===== src/include/flash_ctrl_pkg.sv =====
`default_nettype none
package flash_ctrl_pkg;
  // bus side register offsets (high page)
  localparam logic [15:0] CLOCK_DIVIDER_ADDR = 16'h1820;
  localparam logic [15:0] CTRL_REG_LO = 16'h1820;
  localparam logic [15:0] CTRL_REG_HI = 16'h1826;
  localparam logic [15:0] PROTECT_BOUNDARY_ADDR = 16'h1824;
  localparam logic [15:0] STATUS_REGISTER_ADDR = 16'h1825;
  localparam logic [15:0] COMMAND_REGISTER_ADDR = 16'h1826;
  // nonvolatile bytes
  localparam logic [15:0] NV_PROTECT_BYTE_ADDR = 16'hffbd;
  localparam logic [15:0] NV_OPTION_BYTE_ADDR = 16'hffbf;
  // array window
  localparam logic [15:0] ARRAY_BASE = 16'he000;
  localparam logic [15:0] ARRAY_TOP = 16'hffff;
  // vector range
  localparam logic [15:0] VECTOR_LO = 16'hffc0;
  localparam logic [15:0] VECTOR_HI = 16'hfffd;
  // status bit positions
  localparam int STAT_CBEF_BIT = 7;
  localparam int STAT_CCF_BIT = 6;
  localparam int STAT_PVIOL_BIT = 5;
  localparam int STAT_ACCERR_BIT = 4;
  localparam int STAT_BLANK_BIT = 2;
  // protection fields
  localparam int PROTECT_DISABLE_POS = 0;
  localparam int NO_REDIRECT_POS = 7;
  localparam int ROW_ADDR_BITS = 6;
  // command codes
  localparam logic [6:0] CMD_BLANK_CHECK = 7'h05;
  localparam logic [6:0] CMD_BYTE_PROGRAM = 7'h20;
  localparam logic [6:0] CMD_BURST_PROGRAM = 7'h25;
  localparam logic [6:0] CMD_PAGE_ERASE = 7'h40;
  localparam logic [6:0] CMD_MASS_ERASE = 7'h41;
  // reset values
  localparam logic [7:0] PROTECT_RESET = 8'hff;
  localparam logic [6:0] DIVIDER_RESET = 7'h00;
  // timing in flash timing clock periods
  localparam int unsigned BYTE_PROG_TICKS = 9;
  localparam int unsigned BURST_PROG_TICKS = 4;
  localparam int unsigned PAGE_ERASE_TICKS = 4000;
  localparam int unsigned MASS_ERASE_TICKS = 20000;
  localparam int unsigned BLANK_CHECK_TICKS = 1;
  typedef enum {ST_IDLE, ST_LOAD, ST_RUN} seq_state_e;
endpackage : flash_ctrl_pkg
`default_nettype wire


===== src/verilog/flash_burst_protect_ctrl.sv =====
`timescale 1ns/10ps
`default_nettype none
// Notes on behaviour
// - pump stays on only if next burst queued before current byte completes
// - rows are 64 bytes on A5..A0; continuation needs same row
// - first burst byte and row start use standard time, others burst time
// - nothing queued at completion: pump off, high voltage removed
// - no command processed while access error set; write one to clear
// - array write before divider written sets access error
// - array write with buffer empty flag clear sets access error
// - second array or command write before launch sets access error
// - control write other than command after array write sets error
// - only the five legal command codes; others set access error
// - after command write, any control access but launch sets error
// - stop during program or erase aborts and sets access error
// - secured debug port may only blank check or mass erase
// - writing zero to buffer empty flag cancels and sets error
// - protected region from a 512-byte boundary to top is locked
// - boundary register loads from nonvolatile protect byte at reset exit
// - application writes to boundary ignored; debug port may write
// - last unprotected address is boundary bits followed by ones
// - protection only when protect disable bit is zero
// - redirection enabled when no redirect bit is zero
// - redirect only when some but not all of array is protected
// - interrupt vectors redirected, reset vector never
module flash_burst_protect_ctrl
  import flash_ctrl_pkg::*;
#(
  parameter int DIV_WIDTH = 7
) (
  input wire logic i_mclk,
  input wire logic i_rst_n,
  // cpu / debug bus
  input wire logic i_bus_wr,
  input wire logic i_bus_rd,
  input wire logic [15:0] i_bus_addr,
  input wire logic [7:0] i_bus_wdata,
  input wire logic i_bus_from_debug,
  output logic [7:0] o_bus_rdata,
  input wire logic i_secured,
  input wire logic i_stop_mode,
  // nonvolatile bytes sampled at reset exit
  input wire logic [7:0] i_nv_protect_byte,
  input wire logic [7:0] i_nv_option_byte,
  // vector fetch path
  input wire logic [15:0] i_fetch_addr,
  output logic [15:0] o_fetch_addr,
  // array side
  output logic o_pump_en,
  output logic o_prog_pulse,
  output logic o_erase_pulse,
  output logic o_mass,
  output logic [15:0] o_array_addr,
  output logic [7:0] o_array_data,
  input wire logic i_array_blank
);
  if (DIV_WIDTH != 7) begin : g_div_check
    $error("divider must be seven bits");
  end

  // ------------------------------------------------------------
  // state
  // ------------------------------------------------------------
  typedef struct packed {
    seq_state_e state;
    logic loaded;
    logic [7:0] protect;
    logic no_redirect;
    logic div_set;
    logic [6:0] div;
    logic cbef;
    logic ccf;
    logic pviol;
    logic accerr;
    logic blank;
    logic got_addr;
    logic got_cmd;
    logic [15:0] addr;
    logic [7:0] data;
    logic [6:0] cmd;
    logic [6:0] run_cmd;
    logic [15:0] run_addr;
    logic [7:0] run_data;
    logic [14:0] ticks;
    logic pump;
    logic burst_prev;
    logic [15:0] last_burst_addr;
    logic [7:0] rdata;
  } ctrl_s;
  ctrl_s st_reg, st_next;

  logic tick;
  logic is_ctrl;
  logic is_array;
  logic ctrl_wr;
  logic ctrl_rd;
  logic arr_wr;
  logic launch_wr;
  logic cancel_wr;
  logic legal_cmd;
  logic debug_blocked;
  logic prot_on;
  logic [15:0] last_unprot;
  logic in_protect;
  logic busy;
  logic redirect_en;
  logic [14:0] std_ticks;
  logic burst_cont;

  // ------------------------------------------------------------
  // decode
  // ------------------------------------------------------------
  assign is_ctrl = (i_bus_addr >= CTRL_REG_LO) && (i_bus_addr <= CTRL_REG_HI);
  assign is_array = (i_bus_addr >= ARRAY_BASE);
  assign ctrl_wr = i_bus_wr && is_ctrl;
  assign ctrl_rd = i_bus_rd && is_ctrl;
  assign arr_wr = i_bus_wr && is_array;
  assign launch_wr = ctrl_wr && (i_bus_addr == STATUS_REGISTER_ADDR) && i_bus_wdata[STAT_CBEF_BIT];
  assign cancel_wr = ctrl_wr && (i_bus_addr == STATUS_REGISTER_ADDR) && !i_bus_wdata[STAT_CBEF_BIT];
  assign legal_cmd = (i_bus_wdata[6:0] == CMD_BLANK_CHECK) || (i_bus_wdata[6:0] == CMD_BYTE_PROGRAM) ||
                     (i_bus_wdata[6:0] == CMD_BURST_PROGRAM) || (i_bus_wdata[6:0] == CMD_PAGE_ERASE) ||
                     (i_bus_wdata[6:0] == CMD_MASS_ERASE);
  // secured debug port limited to blank check and mass erase
  assign debug_blocked = i_secured && i_bus_from_debug &&
                         ((i_bus_wdata[6:0] == CMD_BYTE_PROGRAM) || (i_bus_wdata[6:0] == CMD_BURST_PROGRAM) ||
                          (i_bus_wdata[6:0] == CMD_PAGE_ERASE));
  assign busy = (st_reg.state != ST_IDLE);

  // ------------------------------------------------------------
  // protection and redirection
  // ------------------------------------------------------------
  // disable bit zero turns protection on
  assign prot_on = !st_reg.protect[PROTECT_DISABLE_POS];
  assign last_unprot = {st_reg.protect[7:1], 9'h1ff};
  // region above the last unprotected address is locked; mass erase would reach it
  assign in_protect = prot_on && ((st_reg.run_addr > last_unprot) ||
                                  (st_reg.run_cmd == CMD_MASS_ERASE && last_unprot != ARRAY_TOP));
  // partial protection only; whole array protected means no room below
  assign redirect_en = !st_reg.no_redirect && prot_on && (last_unprot >= ARRAY_BASE) && (last_unprot != ARRAY_TOP);
  // next byte sequential and not a new row
  assign burst_cont = (st_reg.run_addr[ROW_ADDR_BITS-1:0] != '0) &&
                      (st_reg.run_addr == st_reg.last_burst_addr + 16'h0001);
  // standard time unless continuing a burst in the same row with pump up
  assign std_ticks = (st_reg.run_cmd == CMD_BURST_PROGRAM && st_reg.pump && st_reg.burst_prev && burst_cont) ?
                     15'(BURST_PROG_TICKS) : 15'(BYTE_PROG_TICKS);

  flash_tick_div #(
    .WIDTH(DIV_WIDTH)
  ) u_div (
    .i_mclk(i_mclk),
    .i_rst_n(i_rst_n),
    .i_div(st_reg.div),
    .i_run(busy),
    .o_tick(tick)
  );

  flash_vec_redirect u_vec (
    .i_mclk(i_mclk),
    .i_rst_n(i_rst_n),
    .i_fetch_addr(i_fetch_addr),
    .i_redirect_en(redirect_en),
    .i_boundary_bits(st_reg.protect[7:1]),
    .o_fetch_addr(o_fetch_addr)
  );

  // ------------------------------------------------------------
  // sequencer
  // ------------------------------------------------------------
  always_comb begin
    st_next = st_reg;
    // take nonvolatile bytes on the first clock after reset release
    if (!st_reg.loaded) begin
      st_next.loaded = 1'b1;
      st_next.protect = i_nv_protect_byte;
      st_next.no_redirect = i_nv_option_byte[NO_REDIRECT_POS];
    end
    // register reads, answered one cycle later
    st_next.rdata = 8'h00;
    if (ctrl_rd) begin
      case (i_bus_addr)
        CLOCK_DIVIDER_ADDR: st_next.rdata = {st_reg.div_set, st_reg.div};
        PROTECT_BOUNDARY_ADDR: st_next.rdata = st_reg.protect;
        STATUS_REGISTER_ADDR: st_next.rdata = {st_reg.cbef, st_reg.ccf, st_reg.pviol, st_reg.accerr,
                                               1'b0, st_reg.blank, 2'b00};
        COMMAND_REGISTER_ADDR: st_next.rdata = {1'b0, st_reg.cmd};
        default: st_next.rdata = 8'h00;
      endcase
    end
    // write one clears access error and violation flags
    if (ctrl_wr && i_bus_addr == STATUS_REGISTER_ADDR && i_bus_wdata[STAT_ACCERR_BIT]) begin
      st_next.accerr = 1'b0;
    end
    if (ctrl_wr && i_bus_addr == STATUS_REGISTER_ADDR && i_bus_wdata[STAT_PVIOL_BIT]) begin
      st_next.pviol = 1'b0;
    end
    // divider: write once, not while access error set
    if (ctrl_wr && i_bus_addr == CLOCK_DIVIDER_ADDR && !st_reg.div_set && !st_reg.accerr && !st_reg.got_addr) begin
      st_next.div_set = 1'b1;
      st_next.div = i_bus_wdata[6:0];
    end
    // only the debug port changes the boundary
    if (ctrl_wr && i_bus_addr == PROTECT_BOUNDARY_ADDR && i_bus_from_debug && !st_reg.got_addr) begin
      st_next.protect = i_bus_wdata;
    end
    // protocol accepted only with access error clear
    if (!st_reg.accerr) begin
      if (arr_wr) begin
        if (!st_reg.div_set || !st_reg.cbef || st_reg.got_addr) begin
          st_next.accerr = 1'b1;
        end else begin
          st_next.got_addr = 1'b1;
          st_next.addr = i_bus_addr;
          st_next.data = i_bus_wdata;
        end
      end else if (st_reg.got_cmd && (ctrl_rd || (ctrl_wr && !launch_wr))) begin
        // only the launch write is allowed after the code
        st_next.accerr = 1'b1;
      end else if (ctrl_wr && i_bus_addr == COMMAND_REGISTER_ADDR && st_reg.got_addr) begin
        if (st_reg.got_cmd || !legal_cmd || debug_blocked) begin
          st_next.accerr = 1'b1;
        end else begin
          st_next.got_cmd = 1'b1;
          st_next.cmd = i_bus_wdata[6:0];
        end
      end else if (st_reg.got_addr && cancel_wr) begin
        st_next.accerr = 1'b1;
      end else if (st_reg.got_addr && !st_reg.got_cmd && ctrl_wr && i_bus_addr != COMMAND_REGISTER_ADDR) begin
        // only the command register may follow the array write
        st_next.accerr = 1'b1;
      end else if (st_reg.got_cmd && launch_wr) begin
        // launch by writing one to the buffer empty flag
        st_next.cbef = 1'b0;
        st_next.ccf = 1'b0;
        st_next.got_addr = 1'b0;
        st_next.got_cmd = 1'b0;
        st_next.run_cmd = st_reg.cmd;
        st_next.run_addr = st_reg.addr;
        st_next.run_data = st_reg.data;
        st_next.state = ST_LOAD;
      end
    end
    // any error drops a partial command
    if (st_next.accerr && !st_reg.accerr) begin
      st_next.got_addr = 1'b0;
      st_next.got_cmd = 1'b0;
    end
    case (st_reg.state)
      ST_IDLE: begin
        st_next.state = st_next.state;
      end
      ST_LOAD: begin
        st_next.state = ST_RUN;
        st_next.blank = 1'b0;
        if (in_protect && st_reg.run_cmd != CMD_BLANK_CHECK) begin
          // locked region refuses program and erase
          st_next.pviol = 1'b1;
          st_next.pump = 1'b0;
          st_next.state = ST_IDLE;
          st_next.cbef = 1'b1;
          st_next.ccf = 1'b1;
        end else begin
          case (st_reg.run_cmd)
            CMD_PAGE_ERASE: st_next.ticks = 15'(PAGE_ERASE_TICKS);
            CMD_MASS_ERASE: st_next.ticks = 15'(MASS_ERASE_TICKS);
            CMD_BLANK_CHECK: st_next.ticks = 15'(BLANK_CHECK_TICKS);
            default: st_next.ticks = std_ticks;
          endcase
          st_next.pump = (st_reg.run_cmd != CMD_BLANK_CHECK);
          // buffer frees at start, so the next burst byte can queue
          st_next.cbef = 1'b1;
        end
      end
      ST_RUN: begin
        if (i_stop_mode) begin
          st_next.got_addr = 1'b0;
          st_next.got_cmd = 1'b0;
          st_next.accerr = 1'b1;
          st_next.pump = 1'b0;
          st_next.cbef = 1'b1;
          st_next.ccf = 1'b1;
          st_next.state = ST_IDLE;
        end else if (tick) begin
          if (st_reg.ticks > 15'h0001) begin
            st_next.ticks = st_reg.ticks - 15'h0001;
          end else begin
            st_next.ccf = st_reg.cbef ? 1'b1 : st_reg.ccf;
            if (st_reg.run_cmd == CMD_BLANK_CHECK) begin
              st_next.blank = i_array_blank;
            end
            st_next.burst_prev = (st_reg.run_cmd == CMD_BURST_PROGRAM);
            st_next.last_burst_addr = st_reg.run_addr;
            // a command launched while this one ran starts now
            if (!st_reg.cbef) begin
              st_next.run_cmd = st_reg.cmd;
              st_next.run_addr = st_reg.addr;
              st_next.run_data = st_reg.data;
              st_next.state = ST_LOAD;
            end
            // pump held only for a queued burst byte in the same row
            if (!(st_reg.run_cmd == CMD_BURST_PROGRAM && st_next.state == ST_LOAD &&
                  st_next.run_cmd == CMD_BURST_PROGRAM && st_next.run_addr == st_reg.run_addr + 16'h0001 &&
                  st_next.run_addr[ROW_ADDR_BITS-1:0] != '0)) begin
              st_next.pump = 1'b0;
            end
            if (st_next.state != ST_LOAD) begin
              st_next.state = ST_IDLE;
            end
          end
        end
        // a launch during run waits in the buffer
        if (st_next.state == ST_LOAD && st_reg.state == ST_RUN && !(tick && st_reg.ticks <= 15'h0001)) begin
          st_next.state = ST_RUN;
          st_next.run_cmd = st_reg.run_cmd;
          st_next.run_addr = st_reg.run_addr;
          st_next.run_data = st_reg.run_data;
          st_next.cbef = 1'b0;
          st_next.cmd = st_reg.cmd;
        end
      end
      default: st_next.state = ST_IDLE;
    endcase
  end

  always_ff @(posedge i_mclk) begin
    if (!i_rst_n) begin
      st_reg <= '0;
      st_reg.state <= ST_IDLE;
      st_reg.protect <= PROTECT_RESET;
      st_reg.no_redirect <= 1'b1;
      st_reg.div <= DIVIDER_RESET;
      st_reg.cbef <= 1'b1;
      st_reg.ccf <= 1'b1;
    end else begin
      st_reg <= st_next;
    end
  end

  // ------------------------------------------------------------
  // outputs
  // ------------------------------------------------------------
  assign o_bus_rdata = st_reg.rdata;
  assign o_pump_en = st_reg.pump;
  assign o_prog_pulse = (st_reg.state == ST_RUN) &&
                        (st_reg.run_cmd == CMD_BYTE_PROGRAM || st_reg.run_cmd == CMD_BURST_PROGRAM);
  assign o_erase_pulse = (st_reg.state == ST_RUN) &&
                         (st_reg.run_cmd == CMD_PAGE_ERASE || st_reg.run_cmd == CMD_MASS_ERASE);
  assign o_mass = (st_reg.run_cmd == CMD_MASS_ERASE);
  assign o_array_addr = st_reg.run_addr;
  assign o_array_data = st_reg.run_data;

  // ------------------------------------------------------------
  // checks
  // ------------------------------------------------------------
  a_bad_code_errs: assert property (@(posedge i_mclk) disable iff (!i_rst_n)
    (!st_reg.accerr && st_reg.got_addr && !st_reg.got_cmd && ctrl_wr && i_bus_addr == COMMAND_REGISTER_ADDR
     && !legal_cmd) |=> st_reg.accerr)
    else $error("illegal code did not flag");
  a_nodiv_write_errs: assert property (@(posedge i_mclk) disable iff (!i_rst_n)
    (!st_reg.accerr && arr_wr && !st_reg.div_set) |=> (st_reg.accerr && !st_reg.got_addr))
    else $error("array write before divider not flagged");
  a_second_write_errs: assert property (@(posedge i_mclk) disable iff (!i_rst_n)
    (!st_reg.accerr && arr_wr && st_reg.got_addr) |=> st_reg.accerr)
    else $error("second array write not flagged");
  a_cancel_sets_err: assert property (@(posedge i_mclk) disable iff (!i_rst_n)
    (!st_reg.accerr && st_reg.got_addr && !st_reg.got_cmd && cancel_wr) |=> st_reg.accerr)
    else $error("cancel not flagged");
  a_stop_aborts_cmd: assert property (@(posedge i_mclk) disable iff (!i_rst_n)
    (st_reg.state == ST_RUN && i_stop_mode) |=> (st_reg.accerr && !o_pump_en))
    else $error("stop did not abort");
  a_error_blocks_launch: assert property (@(posedge i_mclk) disable iff (!i_rst_n)
    (st_reg.accerr && st_reg.state == ST_IDLE) |=> (st_reg.state == ST_IDLE))
    else $error("command ran with access error set");
  a_app_protect_kept: assert property (@(posedge i_mclk) disable iff (!i_rst_n)
    (st_reg.loaded && ctrl_wr && i_bus_addr == PROTECT_BOUNDARY_ADDR && !i_bus_from_debug)
    |=> $stable(st_reg.protect))
    else $error("application changed boundary");
  a_protect_refused: assert property (@(posedge i_mclk) disable iff (!i_rst_n)
    (st_reg.state == ST_LOAD && in_protect && st_reg.run_cmd != CMD_BLANK_CHECK)
    |=> (st_reg.pviol && !o_pump_en && st_reg.state == ST_IDLE))
    else $error("protected region not refused");
  a_debug_code_block: assert property (@(posedge i_mclk) disable iff (!i_rst_n)
    (!st_reg.accerr && st_reg.got_addr && !st_reg.got_cmd && ctrl_wr && i_bus_addr == COMMAND_REGISTER_ADDR
     && debug_blocked) |=> st_reg.accerr)
    else $error("secured debug code accepted");
endmodule : flash_burst_protect_ctrl
`default_nettype wire


===== src/verilog/flash_tick_div.sv =====
`timescale 1ns/10ps
`default_nettype none
// divides the bus clock into a one-cycle timing tick
module flash_tick_div
  import flash_ctrl_pkg::*;
#(
  parameter int WIDTH = 7
) (
  input wire logic i_mclk,
  input wire logic i_rst_n,
  input wire logic [WIDTH-1:0] i_div,
  input wire logic i_run,
  output logic o_tick
);
  typedef struct packed {
    logic [WIDTH+2:0] cnt;
    logic tick;
  } div_s;
  div_s st_reg, st_next;
  if (WIDTH < 1) begin : g_width_check
    $error("divider width too small");
  end
  // prescale by eight times (div + 1), restarted while idle
  always_comb begin
    st_next = st_reg;
    st_next.tick = 1'b0;
    if (!i_run) begin
      st_next.cnt = '0;
    end else if (st_reg.cnt >= {i_div, 3'b111}) begin
      st_next.cnt = '0;
      st_next.tick = 1'b1;
    end else begin
      st_next.cnt = st_reg.cnt + 1'b1;
    end
  end
  always_ff @(posedge i_mclk) begin
    if (!i_rst_n) begin
      st_reg <= '0;
    end else begin
      st_reg <= st_next;
    end
  end
  assign o_tick = st_reg.tick;
endmodule : flash_tick_div
`default_nettype wire


===== src/verilog/flash_vec_redirect.sv =====
`timescale 1ns/10ps
`default_nettype none
// maps an instruction fetch address, vectors moved below the protected region
module flash_vec_redirect
  import flash_ctrl_pkg::*;
(
  input wire logic i_mclk,
  input wire logic i_rst_n,
  input wire logic [15:0] i_fetch_addr,
  input wire logic i_redirect_en,
  input wire logic [6:0] i_boundary_bits,
  output logic [15:0] o_fetch_addr
);
  typedef struct packed {
    logic [15:0] addr;
  } vec_s;
  vec_s st_reg, st_next;
  logic in_range;
  // interrupt vectors only, reset vector untouched
  assign in_range = (i_fetch_addr >= VECTOR_LO) && (i_fetch_addr <= VECTOR_HI);
  always_comb begin
    st_next = st_reg;
    st_next.addr = i_fetch_addr;
    // same low offsets, in the top of the unprotected space
    if (i_redirect_en && in_range) begin
      st_next.addr = {i_boundary_bits, 3'h7, i_fetch_addr[5:0]};
    end
  end
  always_ff @(posedge i_mclk) begin
    if (!i_rst_n) begin
      st_reg <= '0;
    end else begin
      st_reg <= st_next;
    end
  end
  assign o_fetch_addr = st_reg.addr;
  // reset vector passes through untouched
  a_vector_keeps_reset: assert property (@(posedge i_mclk) disable iff (!i_rst_n)
    (i_fetch_addr >= 16'hfffe) |=> (o_fetch_addr == $past(i_fetch_addr)))
    else $error("reset vector fetch was moved");
endmodule : flash_vec_redirect
`default_nettype wire


===== config.mk =====
export PLATFORM = sky130hd
export DESIGN_NAME = flash_burst_protect_ctrl
export DESIGN_NICKNAME = d
export VERILOG_FILES = /design/src/include/flash_ctrl_pkg.sv /design/src/verilog/flash_burst_protect_ctrl.sv /design/src/verilog/flash_tick_div.sv /design/src/verilog/flash_vec_redirect.sv
export SDC_FILE = /design/constraint.sdc
export NUM_CORES = 1
export LEC_CHECK = 0
export ABC_CLOCK_PERIOD_IN_PS = 2500
export BUFFER_PORTS_ARGS = -buffer_cell sky130_fd_sc_hd__buf_2
export CAP_MARGIN = 20
export CORE_MARGIN = 2
export CORE_UTILIZATION = 35
export DETAILED_ROUTE_END_ITERATION = 7
export PLACE_DENSITY = 0.59
export SLEW_MARGIN = 10
export SYNTH_ARGS = -nofsm -noshare
export SYNTH_HDL_FRONTEND = slang
export SYNTH_HIERARCHICAL = 1
export SYNTH_SLANG_ARGS = --single-unit

===== constraint.sdc =====
create_clock -name i_mclk -period 2.5 [get_ports i_mclk]
set_input_delay 0.5 -clock i_mclk [delete_from_list [all_inputs] [get_ports i_mclk]]
set_output_delay 0.5 -clock i_mclk [all_outputs]
set_load 0.02 [all_outputs]

# == After elaboration in Yosys (flattened, before gate mapping) ==
# Index checks and enable logic that the tools add are counted.
# classes
n_bitwise,6
order_cmp,10
reduce_logical,87
addsub,4
div_mod_pow,0
mux,105
eq_ne,38
n_shift,0
mul,0
# op_table
op,count
$mux W32,18
$mux W31,10
$mux W38,4
$mux W64,2
$eq A32 B2 Y1 const B,3
$pmux W32 S3,1
$eq A16 B13 Y1 const B,4
$logic_and A1 B1 Y1,49
$ge A16 B16 Y1 const B,3
$mux W24,2
$mux W46,1
$pmux W15 S3,1
$mux W2,20
$eq A7 B6 Y1 const B,5
$mux W1,33
$add A16 B1 Y16 const B,2
$eq A16 B16 Y1,2
$eq A32 B1 Y1 const B,1
$eq A32 B3 Y1 const B,1
$logic_not A32 Y1,1
$ne A32 B2 Y1 const B,1
$pmux W16 S2,1
$pmux W8 S4,1
$reduce_bool A32 Y1,1
38 further kinds,83
# word_totals
word_cells,277
mem_count,0
mem_bits_ro,0
ram_bits,0
input_bits,64
reg_bits,187
out_inout_bits,52
latch_bits,0

# == Longest topological paths before layout ==
# Gate-level depths: netlist of run 1.
# depth
word_depth,32
depth_mapped,11
depth_no_buf,10

# == Cells and area by module ==
# The synthesis of run 1 kept the hierarchy.
# modules_own_cells
module,seq_area_each_um2,cells_each,instances,area_per_inst_um2
flash_burst_protect_ctrl,3203.1,1016,1,8262.9
flash_tick_div,220.2,71,1,656.9
flash_vec_redirect,320.3,53,1,549.3

# == Worst setup path before layout of run 1 ==
# No wires, ideal clock.
# synth_path
kind,input to register
startpoint,input i_bus_addr[3]
endpoint,register st_reg (netlist bit last_unprot[10])
arrival_ps,2365
setup_slack_ps,6
setup_ps,129
cell_stages,9
path_cell_list,nor4b_1 > and4_1 > nand2_1 > or3_1 > or3_1 > clkbuf_1 > clkbuf_1 > o21ai_0 > nand2_1
# synth_between
elab_chain_cells,7
# synth_lines
item,line,text
start: declaration,flash_burst_protect_ctrl.sv:36,"input wire logic [15:0] i_bus_addr,"
$ge A16 B13 Y1 / $le A16 B13 Y1 (equally long branches),flash_burst_protect_ctrl.sv:113,assign is_ctrl = (i_bus_addr >= CTRL_REG_LO) && (i_bus_addr <= CTRL_REG_HI);
$logic_and A1 B1 Y1,flash_burst_protect_ctrl.sv:113,
$logic_and A1 B1 Y1,flash_burst_protect_ctrl.sv:115,assign ctrl_wr = i_bus_wr && is_ctrl;
$logic_and A1 B1 Y1 (*) (3 in series),flash_burst_protect_ctrl.sv:202,if (ctrl_wr && i_bus_addr == PROTECT_BOUNDARY_ADDR && i_bus_from_debug && !st_reg.got_addr) begin
$ne A2 B1 Y1 (no line) / $mux W8 (equally long branches),-,
end signal: assignment,flash_burst_protect_ctrl.sv:334,st_reg <= st_next;
end: declaration,flash_burst_protect_ctrl.sv:90,"ctrl_s st_reg, st_next;"
# Every way passes the cells marked *; elsewhere a longest branch is shown, timed or not.
# A chain may end at the register's enable or synchronous reset.

# == Worst setup path after layout of run 1 ==
# layout_path
startpoint,register st_reg[158] (netlist bit)
endpoint,output o_erase_pulse
# layout_between
elab_chain_cells,2
# layout_lines
item,line,text
$eq A32 B3 Y1,flash_burst_protect_ctrl.sv:345,assign o_erase_pulse = (st_reg.state == ST_RUN) &&
$logic_and A1 B1 Y1,flash_burst_protect_ctrl.sv:345,
end: declaration,flash_burst_protect_ctrl.sv:51,"output logic o_erase_pulse,"
# No other way between the ends.

==> run summary, run 1 <==
Crit. End Element: output port
fraction of layout cells with a size suffix above 1: 0.298
crit path kind: reg -> out
Place WS: -380 ps
average wire per standard cell: 17.3 um
DRC viols: 0
Via Count: 8897
first-pass GRT wire length: 45700 um
Die X: 168 um
top post-synthesis cells by area: dfxtp_1, nand2_1, mux2i_1
status: finished with violations
Post-Route WL: 29700 um
# fillers: 2602
unrepaired setup endpoints after global routing: true
synthesized cell area: 9470 um2
CTS buffer count: 17
ANT cells: 0
Period minus WS final: 2550 ps
initial core utilization: 0.354
Post-synth top cells: dfxtp_1, nand2_1, nor2_1
CTS tree: built
largest net degree at the start of global routing: 42
H-tree depth: 4
sequential-to-total area share from yosys stat: 0.395
Worst Setup Slack, final: -54.6 ps
CTS Sinks: 187
crit start category: flop
CP required: 2000 ps
Post-DRT Antenna Nets: 0
Ys Warns: 6
Synth Area in Simple Gates: 0.252
dominant synthesized flop cell: dfxtp_1
Top-Level Pins: 116
First DRT Iteration DRCs: 588
P_leak: 5.36 nW
Seq cells post-synth: 187
total of max-cap violations: 0
Pins Over Slew Limit: 0
Final setup viols: 5
Adder-Cell Fraction of Synth Area: 0.0275
post-synth top area share: 0.395
Synth Area in XOR/XNOR: 0.0444
area of the multi-input gates: 5580 um2
drt pass-1 iters: 4
syn avg cell area: 8.31 um2
fin crit share: 1.02
CTS Root Cell: clkbuf_16
Slew HR: 0.621
top-count cell post-synth: dfxtp_1
clk_lat worst skew: 440 ps
maximum clock path buffer count: 2
Gate Count Post-Synth: 1140
Pwr per Cell Area: 501 nW/um2
CTS Hold Bufs: 0
initial antenna violation count: 1
total core area: 26700 um2
WL met3: 1290 um
maximum vdd drop: 0.376 mV
clock transition at the registers of the reported paths: 70 ps
async set-reset flop share out of synthesis: 0
remaining global-route overflow: 0
Port Buffers: 108
Sequential cell area: 3760 um2
die height: 168 um
Final HPWL DP: 22000 um
wl on met1: 12500 um
Worst Clk Skew: 11.0 ps
# rows: 60
vias in the first global route: 8644
die area: 28400 um2
Synth Area in Compound Gates: 0.147
post-synthesis mux area share: 0.0657
Unique masters post-synth: 80
Final Hold Fails: 0
Slew @ Worst Pin: 568 ps
Achievable Freq: 391 MHz
HP Class: in -> reg
Largest register FFs: 120
Crit Path Max Fanout: 3
Area Overhead vs Synth: 31.7%
Final Wtd Congestion: 0.928
TNS Setup: -160 ps
via/cell ratio: 5.18
Routed met2 length: 15000 um
Final nets: 1450
largest family of logic cells by synthesized area: simple AND/OR/NAND/NOR gates
GRT Util Overall: 0.204
EDFF count, synth: 0
worst path arrival time: 2050 ps
Synth area leader: dfxtp_1
failing checks: setup timing
Top Metal Used: met5
cells in the final DEF, fill, tap and decap left out, types with 7 or more instances in the layout:
| cell | n |
|---|---|
| dfxtp_1 | 174 |
| nand2_1 | 164 |
| buf_4 | 149 |
| nor2_1 | 106 |
| buf_2 | 105 |
| a21oi_1 | 81 |
| mux2i_1 | 58 |
| o21ai_0 | 32 |
| conb_1 | 30 |
| inv_1 | 29 |
| xnor2_1 | 29 |
| nand3_1 | 27 |
| nand4_1 | 24 |
| nor3_1 | 21 |
| clkbuf_16 | 20 |
| xor2_1 | 19 |
| a31oi_1 | 15 |
| ha_1 | 15 |
| nor2b_1 | 12 |
| and2_1 | 12 |
| dfxtp_2 | 11 |
| a211oi_1 | 9 |
| buf_6 | 9 |
| nor4_2 | 7 |
| nand2b_1 | 7 |
| nor3b_1 | 7 |
| buf_12 | 7 |
per-layer routing:
| layer | GRT usage | up-vias |
|---|---|---|
| li1 | - | 4400 |
| met1 | 0.251 | 4226 |
| met2 | 0.360 | 210 |
| met3 | 0.0369 | 59 |
| met4 | 0.0720 | 2 |
| met5 | 0 | - |
cell families (layout without fill, tap and decap cells):
family	after synthesis	count (layout)
and+or+nand+nor	479	479
AOI/OAI and AO/OA	215	215
DFF	187	187
buffers and inverters	127	336
muxes	62	62
xor gates and xnor gates	48	48
adders and majority gates	21	21
other	1	30
path summary, 6_finish.rpt:
path	endpoint	cells past startpoint	from	slack (ps)
worst max register to register	st_reg[32]	11	o_array_addr[7]	-30
worst min-delay path	u_vec/o_fetch_addr[0]	2	i_fetch_addr[0]	260
worst max-delay path	o_erase_pulse	7	st_reg[158]	-50
worst min register to register	st_reg[81]	2	st_reg[81]	460
power by group:
| part | total (mW) | internal, mW | switching [mW] |
|---|---|---|---|
| Sequential | 3.07 | 3.03 | 0.0367 |
| Combinational | 0.357 | 0.148 | 0.208 |
| Clock | 2.83 | 1.54 | 1.28 |
worst max-delay path: stages (launching register included):
cell,delay [ps]
dfxtp_2,330
nor4_4,290
nand4_1,220
buf_4,200
nor3_4,200
buf_6,120
and2_4,140
buf_6,110
layout make-up:
| type | count | area share |
|---|---|---|
| multi-input cells | 855 | 0.448 |
| flip-flops and latches | 187 | 0.302 |
| repair buffers | 273 | 0.157 |
| clock buffers | 18 | 0.0352 |
| well taps | 341 | 0.0342 |
| clock inverters | 13 | 0.0141 |
| inverters | 32 | 0.00963 |
metrics by stage:
step	util	cells	total power, mW	area, um2	hold slack, ps
2_1_floorplan	-	1169	3.28	9580	430
3_3_place_gp	0.419	1667	3.47	11200	444
3_5_place_dp	0.419	1667	3.47	11200	449
4_1_cts	0.448	1704	6.30	12000	252
5_1_grt	0.467	1719	6.47	12500	260
6_report	0.467	1719	6.25	12500	265
repair_timing:
item,4_1_cts,5_1_grt
pin swaps,11,30
hold endpoints to repair,0,0
gates resized for setup,27,86
endpoints found under the setup margin,15,57
buffers inserted,6,15
cloned,0,3
No activity file was read; power rests on OpenSTA's default activity.
==> inputs of run 2 (changes only) <==
--- a/config.mk
+++ b/config.mk
@@ -9,9 +9,10 @@
 export BUFFER_PORTS_ARGS = -buffer_cell sky130_fd_sc_hd__buf_2
 export CAP_MARGIN = 20
 export CORE_MARGIN = 2
-export CORE_UTILIZATION = 35
+export CORE_UTILIZATION = 45
+export CTS_BUF_LIST = sky130_fd_sc_hd__clkbuf_4 sky130_fd_sc_hd__clkbuf_8
 export DETAILED_ROUTE_END_ITERATION = 7
-export PLACE_DENSITY = 0.59
+export PLACE_DENSITY = 0.71
 export SLEW_MARGIN = 10
 export SYNTH_ARGS = -nofsm -noshare
 export SYNTH_HDL_FRONTEND = slang
==> run 2 against run 1 <==
The run still ends with setup timing left. Die area is 22% lower. Global-route usage is 4.0 points higher. Register-to-register slack worse by 30 ps. Worst hold slack worse by 52 ps. Combinational power is 5% lower. First-iteration DRC count is 12% higher. Sequential share of layout area is 1.7 points higher. Maximum frequency is 0.12% lower. Critical endpoint is now st_reg[28].
==> run summary, run 2 (synthesis gave the netlist of run 1 again) <==
# fillers: 1931
family with the most delay on the worst path: simple AND/OR/NAND/NOR gates
crit start category: flop
CTS Sinks: 187
Util after Layout: 0.567
HP Class: in -> reg
remaining global-route overflow: 0
failing checks: setup timing
fraction of layout cells with a size suffix above 1: 0.270
die area: 22200 um2
Crit. End Element: flop
First DRT Iteration DRCs: 658
r2r setup slk: -60 ps
H-tree depth: 4
DRC viols: 0
most frequent cells in the layout: dfxtp_1, nand2_1, buf_4
CTS tree: built
crit path kind: reg -> reg
Via Count: 8855
maximum single-stage delay on the critical path: 550 ps
Area Overhead vs Synth: 24.8%
Pwr per Cell Area: 456 nW/um2
PnR Total Power: 5.39 mW
status: finished with violations
Final Hold Fails: 0
Post-Route WL: 27000 um
initial core utilization: 0.455
Largest register FFs: 120
average wire per standard cell: 16.5 um
maximum vdd drop: 0.470 mV
CTS Root Cell: clkbuf_8
P_leak: 5.19 nW
Achievable Freq: 391 MHz
die height: 149 um
unrepaired setup endpoints after global routing: true
largest net degree at the start of global routing: 84
vias in the first global route: 8569
Final Wtd Congestion: 0.968
Buf/Inv on CP: 3
Place WS: -348 ps
via/cell ratio: 5.42
clock transition at the registers of the reported paths: 110 ps
initial antenna violation count: 0
post-placement cell count: 1590
Post-DRT Antenna Nets: 0
drt pass-1 iters: 5
Period minus WS final: 2560 ps
CP required: 2910 ps
cell mode on critical path: buf_4
total of max-cap violations: 0
CP Cell Sequence: or4_4, nor3b_4, buf_6, nand3_4, a221oi_2, buf_4, nand4_1, buf_4, o211ai_1, a22o_1, a21o_1
Die X: 149 um
Worst Clk Skew: 17.0 ps
# rows: 53
total core area: 20800 um2
Pins Over Slew Limit: 0
GRT Util Overall: 0.245
fin crit share: 1.02
most common cell after layout, fill and taps aside: dfxtp_1
Crit Path Max Fanout: 3
maximum clock path buffer count: 2
Worst Setup Slack, final: -57.6 ps
Final HPWL DP: 20200 um
clk_lat worst skew: 480 ps
Top-Level Pins: 116
worst path arrival time: 2970 ps
Final setup viols: 6
ANT cells: 0
CTS buffer count: 17
Final nets: 1432
slowest CP cell: or4_4
Port Buffers: 108
first-pass GRT wire length: 42800 um
final cell count without fillers: 1635
==> run 2: cell types whose count changed in the layout (fill, tap and decap cells not counted), sizes merged <==
cell,delta
bufinv,-1
buf,-15
inv,-2
==> run 2: final timing paths <==
check / endpoint / cells past startpoint / from
max reg2reg: st_reg[28] / 11 / st_reg[70]
min reg2reg: st_reg[83] / 2 / st_reg[83]
max: st_reg[28] / 11 / st_reg[70]
min: u_vec/o_fetch_addr[0] / 2 / i_fetch_addr[0]
==> run 2: power by group <==
group,switching [mW],total (mW),internal (mW),leakage [nW]
logic,0.198,0.338,0.140,3.47
clock network,1.11,1.99,0.879,0.192
registers,0.0352,3.07,3.03,1.53
==> run 2: layer usage <==
| layer | GRT usage | vias to the layer above | part of all wire |
|---|---|---|---|
| li1 | - | 4360 | - |
| met3 | 0.0437 | 51 | 0.056 |
| met1 | 0.295 | 4180 | 0.41 |
| met4 | 0.0981 | 0 | 0.026 |
| met5 | 0 | - | 0 |
| met2 | 0.431 | 264 | 0.51 |
==> run 2: repair_timing <==
item	in CTS	in global routing
setup endpoints to repair	16	52
hold buffers	0	0
pin swaps	11	31
buffers inserted	5	9
gates resized for setup	30	49
==> run 2: through the flow <==
step,hold WS [ps],instance area [um2],TNS [ps]
floorplan,430,9580,0
global placement,442,11000,-9470
detailed placement,454,11000,-10270
CTS,192,11600,-206
global route,199,11800,-922
finish,213,11800,-191
==> run 2: area by class of cell <==
type,count,area (um2),share of cell area
Clock buffer,21,277,0.0234
Clock inverter,10,109,0.00921
Inverter,32,120,0.0102
Multi-Input combinational cell,855,5440,0.461
Sequential cell,187,3760,0.319
Tap cell,275,344,0.0291
Timing Repair Buffer,255,1760,0.149
==> inputs of run 3 (changes only) <==
--- a/config.mk
+++ b/config.mk
@@ -9,12 +9,13 @@
 export BUFFER_PORTS_ARGS = -buffer_cell sky130_fd_sc_hd__buf_2
 export CAP_MARGIN = 20
 export CORE_MARGIN = 2
-export CORE_UTILIZATION = 45
+export CORE_UTILIZATION = 55
 export CTS_BUF_LIST = sky130_fd_sc_hd__clkbuf_4 sky130_fd_sc_hd__clkbuf_8
 export DETAILED_ROUTE_END_ITERATION = 7
-export PLACE_DENSITY = 0.71
+export PLACE_DENSITY = 0.9
 export SLEW_MARGIN = 10
 export SYNTH_ARGS = -nofsm -noshare
 export SYNTH_HDL_FRONTEND = slang
 export SYNTH_HIERARCHICAL = 1
 export SYNTH_SLANG_ARGS = --single-unit
+export TNS_END_PERCENT = 5
==> run 3 against run 2 <==
The flow still finishes with violations (setup timing). Clock-buffer cell count decreased by 4. Worst setup slack got worse by 67 ps. Clock power increased by 3%. Combinational power about the same. First-iteration DRC count grew 48%. Critical path type unchanged. Critical endpoint is now st_reg[29].
==> run summary, run 3 (synthesis gave the netlist of run 1 again) <==
initial antenna violation count: 2
unrepaired setup endpoints after global routing: true
maximum clock path buffer count: 2
maximum vdd drop: 0.429 mV
CP startpoint: st_reg[66]
PnR Total Power: 5.45 mW
most frequent cells in the layout: dfxtp_1, nand2_1, buf_4
HP Class: in -> reg
CP Cell Sequence: or4_4, nor3b_4, buf_4, nand3_4, a221oi_2, buf_4, nand4_1, nand2_2, buf_6, a211oi_2, nor3_1
Top-Level Pins: 116
Via Count: 9238
CTS tree: built
CTS Root Cell: clkbuf_8
clk_lat worst skew: 490 ps
FF-to-FF Start: st_reg[66]
Final setup viols: 9
drt pass-1 iters: 5
Area Overhead vs Synth: 22.2%
H-tree depth: 4
status: finished with violations
worst path arrival time: 3030 ps
initial core utilization: 0.567
Final Hold Fails: 0
Period minus WS final: 2620 ps
First DRT Iteration DRCs: 975
total of max-cap violations: 0
Achievable Freq: 381 MHz
GRT Util Overall: 0.294
Port Buffers: 108
Worst Clk Skew: 15.0 ps
ANT cells: 0
P_leak: 5.05 nW
CP required: 2910 ps
crit path kind: reg -> reg
DRC viols: 0
Largest register FFs: 120
most common cell after layout, fill and taps aside: dfxtp_1
fin crit share: 1.05
vias in the first global route: 8839
Slew @ Worst Pin: 541 ps
slowest CP cell: or4_4
Final Wtd Congestion: 0.984
design area: 11600 um2
Post-DRT Antenna Nets: 0
Pins Over Slew Limit: 0
remaining global-route overflow: 0
Post-Route WL: 27700 um
TNS Setup: -480 ps
Worst Setup Slack, final: -125 ps
die area: 18300 um2
Final HPWL DP: 19800 um
Buf/Inv on CP: 3
Area after DPL: 10800 um2
Util after Layout: 0.693
Final nets: 1410
hold_sp: i_fetch_addr[1]
CTS Hold Bufs: 0
Crit Path Max Fanout: 5
first-pass GRT wire length: 42400 um
crit start category: flop
average wire per standard cell: 17.8 um
# rows: 47
clock transition at the registers of the reported paths: 100 ps
Pwr per Cell Area: 471 nW/um2
via/cell ratio: 5.93
total core area: 16700 um2
fraction of layout cells with a size suffix above 1: 0.257
CTS buffer count: 17
Slew HR: 0.640
family with the most delay on the worst path: simple AND/OR/NAND/NOR gates
post-placement cell count: 1515
maximum single-stage delay on the critical path: 550 ps
CTS Sinks: 187
Crit. End Element: flop
final cell count without fillers: 1559
largest net degree at the start of global routing: 50
die height: 135 um
Die X: 135 um
failing checks: setup timing
cell mode on critical path: buf_4
[run 3: through the flow]
stage                     hold WS [ps]  setup WS, ps
after global routing               213          -184
after floorplan                    430          5.71
after detailed placement           446          -318
final                              222          -125
after CTS                          209         -28.5
after global placement             439          -240
[run 3: path summary, 6_finish.rpt]
path / end / slack (ps) / cells past startpoint
setup reg to reg: st_reg[29] / -120 / 11
hold / removal: u_vec/o_fetch_addr[1] / 220 / 2
hold reg to reg: st_reg[80] / 460 / 2
setup / recovery: st_reg[29] / -120 / 11
[run 3: area by class of cell]
class,instances,area [um2]
clock buffers,17,234
clock inverters,15,171
fillers,1263,5130
multi-input cells,855,5460
repair buffers,233,1560
well taps,220,275
flip-flops and latches,187,3760
inverters,32,120
[run 3: layer usage]
metal	global-route usage	vias up	wire length, um
li1	-	4315	-
met1	0.333	4350	10300
met2	0.516	436	13700
met3	0.0632	133	2120
met4	0.161	4	1460
met5	0	-	27
[run 3: what timing repair did]
item	CTS	global route
cloned	0	0
setup buffers	7	7
resized for setup	29	46
endpoints found under the setup margin	8	69
pin swaps	9	17
[run 3: worst reg2reg max path: stages (launching register included)]
cell	delay, ps
dfxtp_2	340
or4_4	550
nor3b_4	220
buf_4	160
nand3_4	90
a221oi_2	280
buf_4	170
nand4_1	180
nand2_2	200
buf_6	130
a211oi_2	30
nor3_1	180
[run 3: power breakdown]
part | internal (mW) | leakage [nW] | switching (mW) | total [mW]
Combinational | 0.134 | 3.31 | 0.203 | 0.337
Clock | 0.845 | 0.208 | 1.20 | 2.05
Sequential | 3.03 | 1.53 | 0.0344 | 3.06
